## src/core/cfd_pkg.sv

```systemverilog
// Purpose: shared constants for the cell fault detector
// Assumes: 32-bit AXI4-Lite register map, one word per register
// Notes: the interrupt register has its own bit layout, not that of the fault status register
package cfd_pkg;
	localparam int CELLS = 12;
	localparam int CODE_W = 14;
	localparam int CNT_W = 8;
	localparam logic [7:0] OFF_FAULT_STATUS = 8'h00;
	localparam logic [7:0] OFF_OV_LIMIT = 8'h04;
	localparam logic [7:0] OFF_UV_LIMIT = 8'h08;
	localparam logic [7:0] OFF_FAULT_SETUP = 8'h0C;
	localparam logic [7:0] OFF_CELL_SETUP = 8'h10;
	localparam logic [7:0] OFF_OV_FAULT = 8'h14;
	localparam logic [7:0] OFF_UV_FAULT = 8'h18;
	localparam logic [7:0] OFF_IRQ_STATUS = 8'h1C;
	localparam logic [7:0] OFF_IRQ_MASK = 8'h20;
	localparam logic [7:0] OFF_DEV_STATE = 8'h24;
	localparam int FS_OSC = 0;
	localparam int FS_OV = 1;
	localparam int FS_UV = 2;
	localparam int FS_INT = 3;
	localparam int FS_W = 4;
	localparam int IRQ_FAULT = 0;
	localparam int IRQ_REPORT = 1;
	localparam int IRQ_SLEEP = 2;
	localparam int IRQ_W = 3;
	localparam logic [2:0] RST_FILTER_SEL = 3'h3;
	localparam logic [13:0] RST_LIMIT = 14'h0000;
	localparam logic [13:0] FULL_SCALE = 14'h1FFF;
	localparam logic [1:0] RESP_OKAY = 2'h0;
	localparam logic [1:0] RESP_SLVERR = 2'h2;
endpackage : cfd_pkg

```

## src/core/cfd_top.sv

```systemverilog
// Purpose: fault diagnostics for a multi-cell monitor behind an AXI4-Lite slave
// Assumes: scan results, oscillator and internal fault flags come from the device core
// Notes: sleep entered on oscillator fault is left only by wake_cmd
//
// Chosen here: the address map and the AXI4-Lite register port.
`timescale 1ns/1ps
// Contract
// - internal fault inputs are watched every cycle and set fault status bits
// - oscillator fault sets its status flag first, sleep follows one cycle later; here sleep follows only if that flag was clear before
// - while asleep normal commands get no answer; downstream reports the failure
// - overvoltage limit is a 14-bit host-written register, 14'h1FFF is 5V
// - undervoltage limit is a separate 14-bit register on the same scale
// - filter sample count field resets to 3'b011, eight samples
// - cell setup bit 0 means connected, 1 means not connected
// - unconnected cells never raise an overvoltage fault
// - overvoltage flagged only after programmed count of consecutive hits
// - first fault while status is zero sends status report unprompted
// - any change of the filter sample count clears all filter counts
// - a non-hit result clears that cell's overvoltage count
// - fault output low while any fault status bit is set
module cfd_top #(
	parameter int CELLS = cfd_pkg::CELLS,
	parameter logic [13:0] FULL_SCALE = cfd_pkg::FULL_SCALE
) (
	input wire logic aclk,
	input wire logic aresetn,
	input wire logic [7:0] s_axi_awaddr,
	input wire logic [2:0] s_axi_awprot,
	input wire logic s_axi_awvalid,
	output logic s_axi_awready,
	input wire logic [31:0] s_axi_wdata,
	input wire logic [3:0] s_axi_wstrb,
	input wire logic s_axi_wvalid,
	output logic s_axi_wready,
	output logic [1:0] s_axi_bresp,
	output logic s_axi_bvalid,
	input wire logic s_axi_bready,
	input wire logic [7:0] s_axi_araddr,
	input wire logic [2:0] s_axi_arprot,
	input wire logic s_axi_arvalid,
	output logic s_axi_arready,
	output logic [31:0] s_axi_rdata,
	output logic [1:0] s_axi_rresp,
	output logic s_axi_rvalid,
	input wire logic s_axi_rready,
	input wire logic scan_valid,
	input wire logic [3:0] scan_cell,
	input wire logic [13:0] scan_code,
	input wire logic osc_fault,
	input wire logic internal_fault,
	input wire logic cmd_valid,
	input wire logic wake_cmd,
	output logic cmd_ack,
	output logic report_valid,
	output logic [13:0] report_data,
	output logic sleep,
	output logic fault_n,
	output logic irq
);
	localparam int FW = cfd_pkg::FS_W;
	localparam int IW = cfd_pkg::IRQ_W;
	localparam int CW = cfd_pkg::CNT_W;

	logic aw_hold_reg;
	logic [7:0] aw_addr_reg;
	logic w_hold_reg;
	logic [31:0] w_data_reg;
	logic [3:0] w_strb_reg;
	logic [FW-1:0] status_reg;
	logic [13:0] ov_limit_reg;
	logic [13:0] uv_limit_reg;
	logic [2:0] filter_sample_count_reg;
	logic [2:0] filter_prev_reg;
	logic [CELLS-1:0] cell_off_reg;
	logic [CELLS-1:0] ov_fault_reg;
	logic [CELLS-1:0] uv_fault_reg;
	logic [IW-1:0] irq_status_reg;
	logic [IW-1:0] irq_mask_reg;
	logic osc_seen_reg;

	// write path: address and data may arrive in either order
	wire aw_take = s_axi_awvalid && s_axi_awready;
	wire w_take = s_axi_wvalid && s_axi_wready;
	wire aw_have = aw_hold_reg || aw_take;
	wire w_have = w_hold_reg || w_take;
	wire [7:0] wr_addr = aw_hold_reg ? aw_addr_reg : s_axi_awaddr;
	wire [31:0] wr_data = w_hold_reg ? w_data_reg : s_axi_wdata;
	wire [3:0] wr_strb = w_hold_reg ? w_strb_reg : s_axi_wstrb;
	wire wr_fire = aw_have && w_have && !s_axi_bvalid;
	wire [31:0] strb_mask = {{8{wr_strb[3]}}, {8{wr_strb[2]}}, {8{wr_strb[1]}},
		{8{wr_strb[0]}}};
	// prot bits are not decoded: every access has the same rights
	// a ready drops for a cycle after each beat, so a held beat is never taken twice
	wire aw_ready_next = !aw_have && !s_axi_awready && !s_axi_bvalid;
	wire w_ready_next = !w_have && !s_axi_wready && !s_axi_bvalid;
	wire ar_ready_next = !s_axi_arready && !s_axi_rvalid;

	function automatic logic hit_addr(input logic [7:0] a, input logic [7:0] off);
		hit_addr = a == off;
	endfunction : hit_addr

	function automatic logic [31:0] merge(input logic [31:0] old, input logic [31:0] nw,
			input logic [31:0] m);
		merge = (old & ~m) | (nw & m);
	endfunction : merge

	wire wr_status = wr_fire && hit_addr(wr_addr, cfd_pkg::OFF_FAULT_STATUS);
	wire wr_ovl = wr_fire && hit_addr(wr_addr, cfd_pkg::OFF_OV_LIMIT);
	wire wr_uvl = wr_fire && hit_addr(wr_addr, cfd_pkg::OFF_UV_LIMIT);
	wire wr_setup = wr_fire && hit_addr(wr_addr, cfd_pkg::OFF_FAULT_SETUP);
	wire wr_cells = wr_fire && hit_addr(wr_addr, cfd_pkg::OFF_CELL_SETUP);
	wire wr_ovf = wr_fire && hit_addr(wr_addr, cfd_pkg::OFF_OV_FAULT);
	wire wr_uvf = wr_fire && hit_addr(wr_addr, cfd_pkg::OFF_UV_FAULT);
	wire wr_istat = wr_fire && hit_addr(wr_addr, cfd_pkg::OFF_IRQ_STATUS);
	wire wr_imask = wr_fire && hit_addr(wr_addr, cfd_pkg::OFF_IRQ_MASK);
	wire wr_known = wr_status || wr_ovl || wr_uvl || wr_setup || wr_cells || wr_ovf
		|| wr_uvf || wr_istat || wr_imask || hit_addr(wr_addr, cfd_pkg::OFF_DEV_STATE);
	wire [31:0] wd_m = merge(32'h0000_0000, wr_data, strb_mask);

	// scan comparison and filtering
	wire cell_ok = scan_cell < 4'(CELLS);
	wire [CELLS-1:0] cell_dec = cell_ok ? CELLS'(1) << scan_cell : '0;
	wire cell_on = |(cell_dec & ~cell_off_reg);
	wire scan_live = scan_valid && cell_ok && cell_on && !sleep;
	wire [13:0] code_clip = (scan_code > FULL_SCALE) ? FULL_SCALE : scan_code;
	wire ov_hit = code_clip > ov_limit_reg;
	wire uv_hit = code_clip < uv_limit_reg;
	wire [CW-1:0] target = CW'(1) << filter_sample_count_reg;
	wire filter_clear = filter_sample_count_reg != filter_prev_reg;
	wire [CELLS-1:0] ov_set;
	wire [CELLS-1:0] uv_set;

	// counts live in the sub-block and clear one cycle after the sample count changes
	cfd_cell_filter #(.CELLS(CELLS), .CNT_W(cfd_pkg::CNT_W)) u_filter (
		.aclk(aclk),
		.aresetn(aresetn),
		.clear_all(filter_clear),
		.res_valid(scan_live),
		.res_cell(scan_cell),
		.res_ov(ov_hit),
		.res_uv(uv_hit),
		.target(target),
		.ov_set(ov_set),
		.uv_set(uv_set)
	);

	// fault status: hardware sets win over host clears
	wire [CELLS-1:0] ov_fault_next = (wr_ovf ? ov_fault_reg & wd_m[CELLS-1:0]
		: ov_fault_reg) | ov_set;
	wire [CELLS-1:0] uv_fault_next = (wr_uvf ? uv_fault_reg & wd_m[CELLS-1:0]
		: uv_fault_reg) | uv_set;
	// only a fresh oscillator fault enters sleep; a standing one does not re-enter after wake
	wire osc_event = osc_fault && !status_reg[cfd_pkg::FS_OSC];
	wire [FW-1:0] fs_set = {internal_fault, |uv_set, |ov_set, osc_fault};
	// data bits must be cleared first, so their summary bits hold on
	wire [FW-1:0] fs_keep = {1'b0, |uv_fault_reg, |ov_fault_reg, 1'b0};
	wire [FW-1:0] fs_wr = status_reg & (wd_m[FW-1:0] | fs_keep);
	wire [FW-1:0] status_next = (wr_status ? fs_wr : status_reg) | fs_set;
	wire new_fault = |(fs_set & ~status_reg);
	wire first_fault = (status_reg == '0) && (fs_set != '0);
	wire [IW-1:0] irq_ev = {osc_event, first_fault, new_fault};
	wire [IW-1:0] irq_next = (wr_istat ? irq_status_reg & ~wd_m[IW-1:0]
		: irq_status_reg) | irq_ev;

	// read path
	wire [7:0] ra = s_axi_araddr;
	wire rd_fire = s_axi_arvalid && s_axi_arready;
	wire rd_status = hit_addr(ra, cfd_pkg::OFF_FAULT_STATUS);
	wire rd_ovl = hit_addr(ra, cfd_pkg::OFF_OV_LIMIT);
	wire rd_uvl = hit_addr(ra, cfd_pkg::OFF_UV_LIMIT);
	wire rd_setup = hit_addr(ra, cfd_pkg::OFF_FAULT_SETUP);
	wire rd_cells = hit_addr(ra, cfd_pkg::OFF_CELL_SETUP);
	wire rd_ovf = hit_addr(ra, cfd_pkg::OFF_OV_FAULT);
	wire rd_uvf = hit_addr(ra, cfd_pkg::OFF_UV_FAULT);
	wire rd_istat = hit_addr(ra, cfd_pkg::OFF_IRQ_STATUS);
	wire rd_imask = hit_addr(ra, cfd_pkg::OFF_IRQ_MASK);
	wire rd_state = hit_addr(ra, cfd_pkg::OFF_DEV_STATE);
	wire [31:0] rd_word =
		rd_status ? 32'(status_reg) :
		rd_ovl ? 32'(ov_limit_reg) :
		rd_uvl ? 32'(uv_limit_reg) :
		rd_setup ? 32'(filter_sample_count_reg) :
		rd_cells ? 32'(cell_off_reg) :
		rd_ovf ? 32'(ov_fault_reg) :
		rd_uvf ? 32'(uv_fault_reg) :
		rd_istat ? 32'(irq_status_reg) :
		rd_imask ? 32'(irq_mask_reg) :
		rd_state ? 32'(sleep) : 32'h0000_0000;
	wire rd_known = hit_addr(ra, cfd_pkg::OFF_FAULT_STATUS) || (ra <= cfd_pkg::OFF_DEV_STATE
		&& ra[1:0] == 2'b00);

	always_ff @(posedge aclk) begin
		if (!aresetn) begin
			aw_hold_reg <= 1'b0;
			aw_addr_reg <= 8'h00;
			w_hold_reg <= 1'b0;
			w_data_reg <= 32'h0000_0000;
			w_strb_reg <= 4'h0;
			s_axi_awready <= 1'b0;
			s_axi_wready <= 1'b0;
			s_axi_bvalid <= 1'b0;
			s_axi_bresp <= cfd_pkg::RESP_OKAY;
		end else begin
			if (aw_take) begin
				aw_hold_reg <= 1'b1;
				aw_addr_reg <= s_axi_awaddr;
			end
			if (w_take) begin
				w_hold_reg <= 1'b1;
				w_data_reg <= s_axi_wdata;
				w_strb_reg <= s_axi_wstrb;
			end
			if (wr_fire) begin
				aw_hold_reg <= 1'b0;
				w_hold_reg <= 1'b0;
				s_axi_bvalid <= 1'b1;
				s_axi_bresp <= wr_known ? cfd_pkg::RESP_OKAY : cfd_pkg::RESP_SLVERR;
			end else if (s_axi_bready) begin
				s_axi_bvalid <= 1'b0;
			end
			s_axi_awready <= aw_ready_next;
			s_axi_wready <= w_ready_next;
		end
	end

	always_ff @(posedge aclk) begin
		if (!aresetn) begin
			s_axi_arready <= 1'b0;
			s_axi_rvalid <= 1'b0;
			s_axi_rdata <= 32'h0000_0000;
			s_axi_rresp <= cfd_pkg::RESP_OKAY;
		end else begin
			s_axi_arready <= ar_ready_next;
			if (rd_fire) begin
				s_axi_rvalid <= 1'b1;
				s_axi_rdata <= rd_word;
				s_axi_rresp <= rd_known ? cfd_pkg::RESP_OKAY : cfd_pkg::RESP_SLVERR;
			end else if (s_axi_rready) begin
				s_axi_rvalid <= 1'b0;
			end
		end
	end

	// limits reset to zero, so every nonzero scan code is an overvoltage hit until the host sets them
	always_ff @(posedge aclk) begin
		if (!aresetn) begin
			ov_limit_reg <= cfd_pkg::RST_LIMIT;
			uv_limit_reg <= cfd_pkg::RST_LIMIT;
			filter_sample_count_reg <= cfd_pkg::RST_FILTER_SEL;
			filter_prev_reg <= cfd_pkg::RST_FILTER_SEL;
			cell_off_reg <= '0;
			irq_mask_reg <= '0;
		end else begin
			filter_prev_reg <= filter_sample_count_reg;
			if (wr_ovl)
				ov_limit_reg <= 14'(merge(32'(ov_limit_reg), wr_data, strb_mask));
			if (wr_uvl)
				uv_limit_reg <= 14'(merge(32'(uv_limit_reg), wr_data, strb_mask));
			if (wr_setup && wr_strb[0])
				filter_sample_count_reg <= wr_data[2:0];
			if (wr_cells)
				cell_off_reg <= CELLS'(merge(32'(cell_off_reg), wr_data, strb_mask));
			if (wr_imask)
				irq_mask_reg <= IW'(merge(32'(irq_mask_reg), wr_data, strb_mask));
		end
	end

	always_ff @(posedge aclk) begin
		if (!aresetn) begin
			status_reg <= '0;
			ov_fault_reg <= '0;
			uv_fault_reg <= '0;
			irq_status_reg <= '0;
			osc_seen_reg <= 1'b0;
			sleep <= 1'b0;
			cmd_ack <= 1'b0;
			report_valid <= 1'b0;
			report_data <= 14'h0000;
			fault_n <= 1'b1;
			irq <= 1'b0;
		end else begin
			status_reg <= status_next;
			ov_fault_reg <= ov_fault_next;
			uv_fault_reg <= uv_fault_next;
			irq_status_reg <= irq_next;
			osc_seen_reg <= osc_event;
			// flag lands this cycle, sleep the next
			if (osc_seen_reg)
				sleep <= 1'b1;
			else if (wake_cmd)
				sleep <= 1'b0;
			cmd_ack <= cmd_valid && !sleep;
			report_valid <= first_fault;
			if (first_fault)
				report_data <= 14'(status_next);
			fault_n <= !(|status_next);
			irq <= |(irq_next & irq_mask_reg);
		end
	end
endmodule : cfd_top

```

## src/core/cfd_cell_filter.sv

```systemverilog
// Purpose: per-cell consecutive-hit filters for over and undervoltage
// Assumes: one scan result per valid cycle, cell index below CELLS
// Notes: a hit counter saturates at the target so a fault is raised once per run
`timescale 1ns/1ps
module cfd_cell_filter #(
	parameter int CELLS = 12,
	parameter int CNT_W = 8
) (
	input wire logic aclk,
	input wire logic aresetn,
	input wire logic clear_all,
	input wire logic res_valid,
	input wire logic [3:0] res_cell,
	input wire logic res_ov,
	input wire logic res_uv,
	input wire logic [CNT_W-1:0] target,
	output logic [CELLS-1:0] ov_set,
	output logic [CELLS-1:0] uv_set
);
	logic [CNT_W-1:0] ov_cnt_reg [CELLS];
	logic [CNT_W-1:0] uv_cnt_reg [CELLS];

	function automatic logic [CNT_W-1:0] bump(input logic [CNT_W-1:0] c,
			input logic [CNT_W-1:0] t);
		bump = (c >= t) ? t : c + 1'b1;
	endfunction : bump

	always_ff @(posedge aclk) begin
		for (int i = 0; i < CELLS; i++) begin
			if (!aresetn || clear_all) begin
				ov_cnt_reg[i] <= '0;
				uv_cnt_reg[i] <= '0;
				ov_set[i] <= 1'b0;
				uv_set[i] <= 1'b0;
			end else if (res_valid && res_cell == 4'(i)) begin
				ov_cnt_reg[i] <= res_ov ? bump(ov_cnt_reg[i], target) : '0;
				uv_cnt_reg[i] <= res_uv ? bump(uv_cnt_reg[i], target) : '0;
				ov_set[i] <= res_ov && bump(ov_cnt_reg[i], target) == target
					&& ov_cnt_reg[i] != target;
				uv_set[i] <= res_uv && bump(uv_cnt_reg[i], target) == target
					&& uv_cnt_reg[i] != target;
			end else begin
				ov_set[i] <= 1'b0;
				uv_set[i] <= 1'b0;
			end
		end
	end
endmodule : cfd_cell_filter

```

## config.mk

```make
export PLATFORM = sky130hd
export DESIGN_NAME = cfd_top
export DESIGN_NICKNAME = d
export VERILOG_FILES = /design/src/core/cfd_pkg.sv /design/src/core/cfd_top.sv /design/src/core/cfd_cell_filter.sv
export SDC_FILE = /design/constraint.sdc
export NUM_CORES = 1
export LEC_CHECK = 0
export ABC_AREA = 1
export ABC_CLOCK_PERIOD_IN_PS = 5090
export BUFFER_PORTS_ARGS = -buffer_cell sky130_fd_sc_hd__buf_2
export CAP_MARGIN = 20
export CORE_UTILIZATION = 40
export CTS_CLUSTER_DIAMETER = 80
export DETAILED_ROUTE_END_ITERATION = 16
export MAX_ROUTING_LAYER = met4
export PLACE_DENSITY_LB_ADDON = 0.25
export SLEW_MARGIN = 20
export SYNTH_ARGS = -nofsm -noshare
export SYNTH_HDL_FRONTEND = slang
export SYNTH_SLANG_ARGS = --single-unit
```

## constraint.sdc

```tcl
create_clock -name aclk -period 5.09 [get_ports aclk]
set_clock_uncertainty 0.1 [all_clocks]
set_input_delay 1.018 -clock aclk [delete_from_list [all_inputs] [get_ports aclk]]
set_output_delay 1.018 -clock aclk [all_outputs]
set_load 0.005 [all_outputs]
```

==> impl_metrics.toml, run 1 <==
[outcome]
status = "finished, final reports clean"

[cts]
post_cts_buffers = 0
cts_max_level = 2
cts_tree = "yes"
hold_buffers = 0
cts.path.max_buffers = 3
cts_resized = 0
numCtsBuffers = 44
cts_sinks = 353
clk_root_buffer_cell = "clkbuf_16"
clk_pin_slew_ns = 0.06
clk-insertion-delay-late_ns = 0.59

[synthesis]
synth_seq_cells = 353
synthMuxAreaShare_pct = 0
synth.avg_cell_area_um2 = 6.71
syn-cell-area_um2 = 28900
yosysWarnings = 0
synthSimpleGateAreaFrac_pct = 34.4
yosysTopAreaCellShare_pct = 20.0
synth_top_family_by_area = "simple AND/OR/NAND/NOR gates"
synth.area.top_cells = "edfxtp_1 (20%), nand2_1 (13%), dfxtp_1 (11%)"
syn-instance-count = 4302
synth-main-ff-cell = "edfxtp_1"
synth_commonest_cells = "nand2_1 (995), nor2_1 (556), inv_1 (538)"
synthArstFlopShare_pct = 0
synth_edf_count = 192
ys_seq_area_share_pct = 31.1
synth_compound_area_share_pct = 11.2
yosys.area.top_type = "edfxtp_1"
synth_cell_types = 48
synth_fa_ha_area_share_pct = 10.5
post-synth-top-count-cell = "nand2_1"
synth_xor_area_share_pct = 2.34

[timing]
period_needed_ns = 4.34
rsz0062_at_grt = "false"
layout_worst_path_cycle_share_pct = 85.2
maxSlewViolCount = 0
tns_ns = 0
relSlewSlack_pct = 27.9
fmax_mhz = 231
finalSetupViolations = 0
worstMarginPinSlew_ns = 1.08
hold_violations = 0

[global_route]
grt_pass1_vias = 26300
grt_max_degree = 82
grt_overflow = 0
grt_pass1_wl_mm = 141
antenna_found_initial = 4
grt_use_total_pct = 24.5

[die]
core_um2 = 71500
start_util_pct = 40.4
num_rows = 98
io_pins = 148
die_x_um = 271
die_y_um = 271
die_area_um2 = 73300

[critical_path]
r2r-start = "filter_sample_count_reg[0]"
required_ns = 5.48
critPathArrivalTime_ns = 4.73
cpPeakStageDelay_ns = 0.75
worstPathMaxFanout = 28
crit_family = "simple AND/OR/NAND/NOR gates"
critPathLaunch = "filter_sample_count_reg[0]"
worstSetupStartpointType = "flip-flop"
worstSetupPathType = "flip-flop to flip-flop"
path_cells = "inv_2 > nor3_4 > inv_2 > buf_4 > ha_1 > nand2_1 > inv_1 > nand3_1 > nor2_1 > nor2_1 > nand2_1 > inv_1 > nand2_1 > nand3_1 > nand3_1 > nor3_1"
crit_slowest_cell = "dfxtp_1"
worst_setup_path_end_kind = "flip-flop"
crit_buf_inv = 5

[placed_design]
placed_area_um2 = 30400
place_congestion = 0.916
hpwlAfterDp_mm = 60.4
portBuffers = 91
placed_cells = 5244

[layout]
layout.cells.non_filler = 5330
nets = 4672
area_growth_pct = 10.3
final_cell_area_um2 = 31900
layout-drive-gt1-share_pct = 7.18
n_fill_cell = 7391

[drt]
drt-pass1-iter-count = 6
drt-total-wl_mm = 88.5
post_drt_via_cell_ratio = 5.32
drc = 0
detail_route.wl_per_cell_um = 16.6
drtIter0Drc = 2639
ant_nets = 0
dr_total_vias = 28300

[power_and_ir_drop]
p_leak_nw = 15.3
powerDensity_nw_per_um2 = 236
ir_drop_uv = 208

[hold_path]
min-delay-path-class = "flip-flop to flip-flop"
worstHoldStart = "s_axi_arready"

[flow_run]
drv_cap = 0
[final timing paths]
| kind | end | slack [ns] | cells after the start |
|---|---|---|---|
| hold / removal | s_axi_arready | 0.34 | 1 |
| setup / recovery | u_filter.uv_set[1] | 0.75 | 16 |
| hold reg to reg | s_axi_arready | 0.34 | 1 |
| setup reg to reg | u_filter.uv_set[1] | 0.75 | 16 |
[cell type report]
type / count / area, um^2 / share of cell area [%]
sequential: 353 / 8990 / 28.2
multi-input combinational: 3226 / 17100 / 53.6
inverter: 558 / 2100 / 6.59
antenna: 4 / 10.0 / 0.0314
clock inverter: 15 / 144 / 0.452
clock buffer: 66 / 1320 / 4.14
timing repair buffer: 158 / 1050 / 3.28
tap: 950 / 1190 / 3.73
[power by group]
group | internal (mW) | switching (mW) | leakage [nW]
clock | 1.89 | 1.34 | 0.728
sequential | 3.10 | 0.109 | 3.29
combinational | 0.355 | 0.724 | 11.2
total | 5.35 | 2.17 | 15.3
[worst register-to-register path: stages (launching register included)]
cell	delay, ns
dfxtp_1	0.75
inv_2	0.17
nor3_4	0.22
inv_2	0.36
buf_4	0.37
ha_1	0.31
nand2_1	0.07
inv_1	0.05
nand3_1	0.08
nor2_1	0.06
nor2_1	0.51
nand2_1	0.44
inv_1	0.29
nand2_1	0.10
nand3_1	0.08
nand3_1	0.07
nor3_1	0.19
[per-layer routing]
| metal | GRT usage [%] | up-vias | part of all wire (%) |
|---|---|---|---|
| met2 | 39.5 | 881 | 45 |
| li1 | - | 14400 | - |
| met4 | 6.57 | 0 | 2.6 |
| met5 | - | - | 0 |
| met3 | 3.46 | 162 | 6.8 |
| met1 | 31.9 | 12900 | 45 |
[stage by stage]
stage | hold slack (ns) | utilization [%] | power, mW | worst slack, ns
2_1_floorplan | 0.313 | - | 4.04 | 1.34
3_3_place_gp | 0.327 | 42.5 | 4.31 | 0.808
3_5_place_dp | 0.330 | 42.5 | 4.33 | 0.774
4_1_cts | 0.338 | 44.5 | 7.58 | 0.729
5_1_grt | 0.358 | 44.6 | 7.85 | 0.297
6_report | 0.337 | 44.6 | 7.52 | 0.754
[logic make-up after synthesis]
group | after synthesis
flops | 353
fa+ha+maj | 243
other cells | 1
compound gates | 613
simple gates | 2261
xor+xnor | 77
buf+inv | 754
[placed cells by master (no fill, tap or decap), types with 47 or more instances in the layout]
master and instances:
nand2_1 995, nor2_1 556, inv_1 535, o21ai_0 324, nand3_1 314, nand4_1 269, ha_1 243, a21oi_1 210
edfxtp_1 192, dfxtp_1 161, buf_2 91, xor2_1 73, buf_4 60, clkbuf_16 47
No activity file was read; power rests on OpenSTA's default activity.
==> inputs of run 2 (changes only) <==
--- a/config.mk
+++ b/config.mk
@@ -9,7 +9,7 @@
 export ABC_CLOCK_PERIOD_IN_PS = 5090
 export BUFFER_PORTS_ARGS = -buffer_cell sky130_fd_sc_hd__buf_2
 export CAP_MARGIN = 20
-export CORE_UTILIZATION = 40
+export CORE_UTILIZATION = 55
 export CTS_CLUSTER_DIAMETER = 80
 export DETAILED_ROUTE_END_ITERATION = 16
 export MAX_ROUTING_LAYER = met4
==> run 2 against run 1 <==
  * Worst setup slack got worse by 0.0022 ns
  * Critical path depth fell by 3
  * Utilization rose by 16 points
  * Wire length down 6.7%
  * First-iteration DRC count grew 5.2%
==> impl_metrics.toml, run 2 (synthesized netlist as in run 1, its figures left out) <==
[timing]
maxSlewViolCount = 0
finalSetupViolations = 0
hold_violations = 0
layout_worst_path_cycle_share_pct = 85.2
holdWs_ns = 0.338
worst_slack_ns = 0.752
worstMarginPinSlew_ns = 1.07
tns_ns = 0
fmax_mhz = 231
rsz0062_at_grt = "false"
relSlewSlack_pct = 28.3
period_needed_ns = 4.34

[global_route]
grt_use_total_pct = 31.1
grt_max_degree = 83
antenna_found_initial = 0
grt_pass1_vias = 25500
grt_pass1_wl_mm = 131
grt_overflow = 0

[power_and_ir_drop]
powerDensity_nw_per_um2 = 232
ir_drop_uv = 226
p_leak_nw = 15.2

[cts]
clk_pin_slew_ns = 0.06
numCtsBuffers = 43
clk-insertion-delay-late_ns = 0.61
cts_max_level = 2
hold_buffers = 0
cts_tree = "yes"
clk_root_buffer_cell = "clkbuf_16"
post_cts_buffers = 0
cts_sinks = 353
cts.path.max_buffers = 3
cts_resized = 0

[drt]
drt-pass1-iter-count = 9
post_drt_via_cell_ratio = 5.64
detail_route.wl_per_cell_um = 16.3
drtIter0Drc = 2777
dr_total_vias = 28500
drc = 0
drt-total-wl_mm = 82.6
ant_nets = 0

[layout]
nets = 4672
final_cell_mix = "nand2_1 (995), nor2_1 (556), inv_1 (535), o21ai_0 (324), nand3_1 (314)"
area_growth_pct = 8.74
final_common_cell = "nand2_1"
n_fill_cell = 4828
layout-drive-gt1-share_pct = 6.97
layout.cells.non_filler = 5055

[placed_design]
hpwlAfterDp_mm = 56.7
portBuffers = 91
place_congestion = 0.949
placed_cells = 4975
place_ws_ns = 0.703

[critical_path]
r2r_setup_slack_ns = 0.75
required_ns = 5.34
worstSetupPathType = "flip-flop to flip-flop"
worstPathMaxFanout = 23
worstSetupStartpointType = "flip-flop"
worst_setup_path_end_kind = "flip-flop"
critPathArrivalTime_ns = 4.59

[die]
io_pins = 148
core_um2 = 51600
start_util_pct = 55.9
num_rows = 83
die_area_um2 = 53400
die_x_um = 231
die_y_um = 231

[flow_run]
drv_cap = 0

[hold_path]
min-delay-path-class = "flip-flop to flip-flop"

[outcome]
status = "finished, final reports clean"
[run 2: changes by cell type in the layout (fill, tap and decap cells not counted), moves of 2 or more]
cell | previous run | this run
clkbuf_1 | 12 | 17
clkinv_2 | 12 | 7
clkbuf_16 | 47 | 43
buf_12 | 7 | 4
buf_4 | 60 | 63
inv_4 | 3 | 0
bufinv_16 | 2 | 0
diode_2 | 4 | 2
inv_16 | 0 | 2
[run 2: final timing paths]
kind | from | endpoint | cells after the start
max | filter_sample_count_reg[1] | u_filter.ov_cnt_reg[0][15] | 13
min | s_axi_arready | s_axi_arready | 1
max reg2reg | filter_sample_count_reg[1] | u_filter.ov_cnt_reg[0][15] | 13
min reg2reg | s_axi_arready | s_axi_arready | 1
[run 2: routing by layer]
metal	track usage [%]	share of wire (%)	up-vias
li1	-	-	14400
met1	40.6	43	12800
met2	49.8	45	1099
met3	3.54	8.3	204
met4	11.2	3.5	0
met5	-	0	-
[run 2: through the flow]
step / power [mW] / util, % / cell area [um^2]
2_1_floorplan: 4.04 / - / 29000
3_3_place_gp: 4.28 / 58.1 / 30000
3_5_place_dp: 4.29 / 58.1 / 30000
4_1_cts: 7.28 / 60.8 / 31400
5_1_grt: 7.57 / 60.8 / 31400
6_report: 7.28 / 60.8 / 31400
[run 2: layout make-up]
class	instances	area [um^2]	share of cell area, %
multi-input cells	3226	17100	54.4
flip-flops and latches	353	8990	28.6
inverters	558	2100	6.68
clock buffers	68	1250	3.98
repair buffers	159	1040	3.30
well taps	680	851	2.71
clock inverters	9	104	0.331
diodes	2	5.00	0.0159
[run 2: where the power goes]
group          total (mW)  switching [mW]  internal, mW  leakage (nW)
Clock                3.01            1.31          1.70         0.662
Combinational        1.06           0.708         0.351          11.2
Sequential           3.21           0.107          3.10          3.29
[run 2: worst max-delay path, stage by stage, from the launching register on]
cell and delay, ns:
dfxtp_1 0.57, inv_2 0.21, nor3_4 0.18, clkinv_2 0.56, buf_4 0.42, ha_1 0.29
nand3_1 0.09, nor3_1 0.07, nor2_1 0.58, nand2_1 0.48, inv_1 0.24, nand2_1 0.09
o21ai_0 0.11, nor2_1 0.07
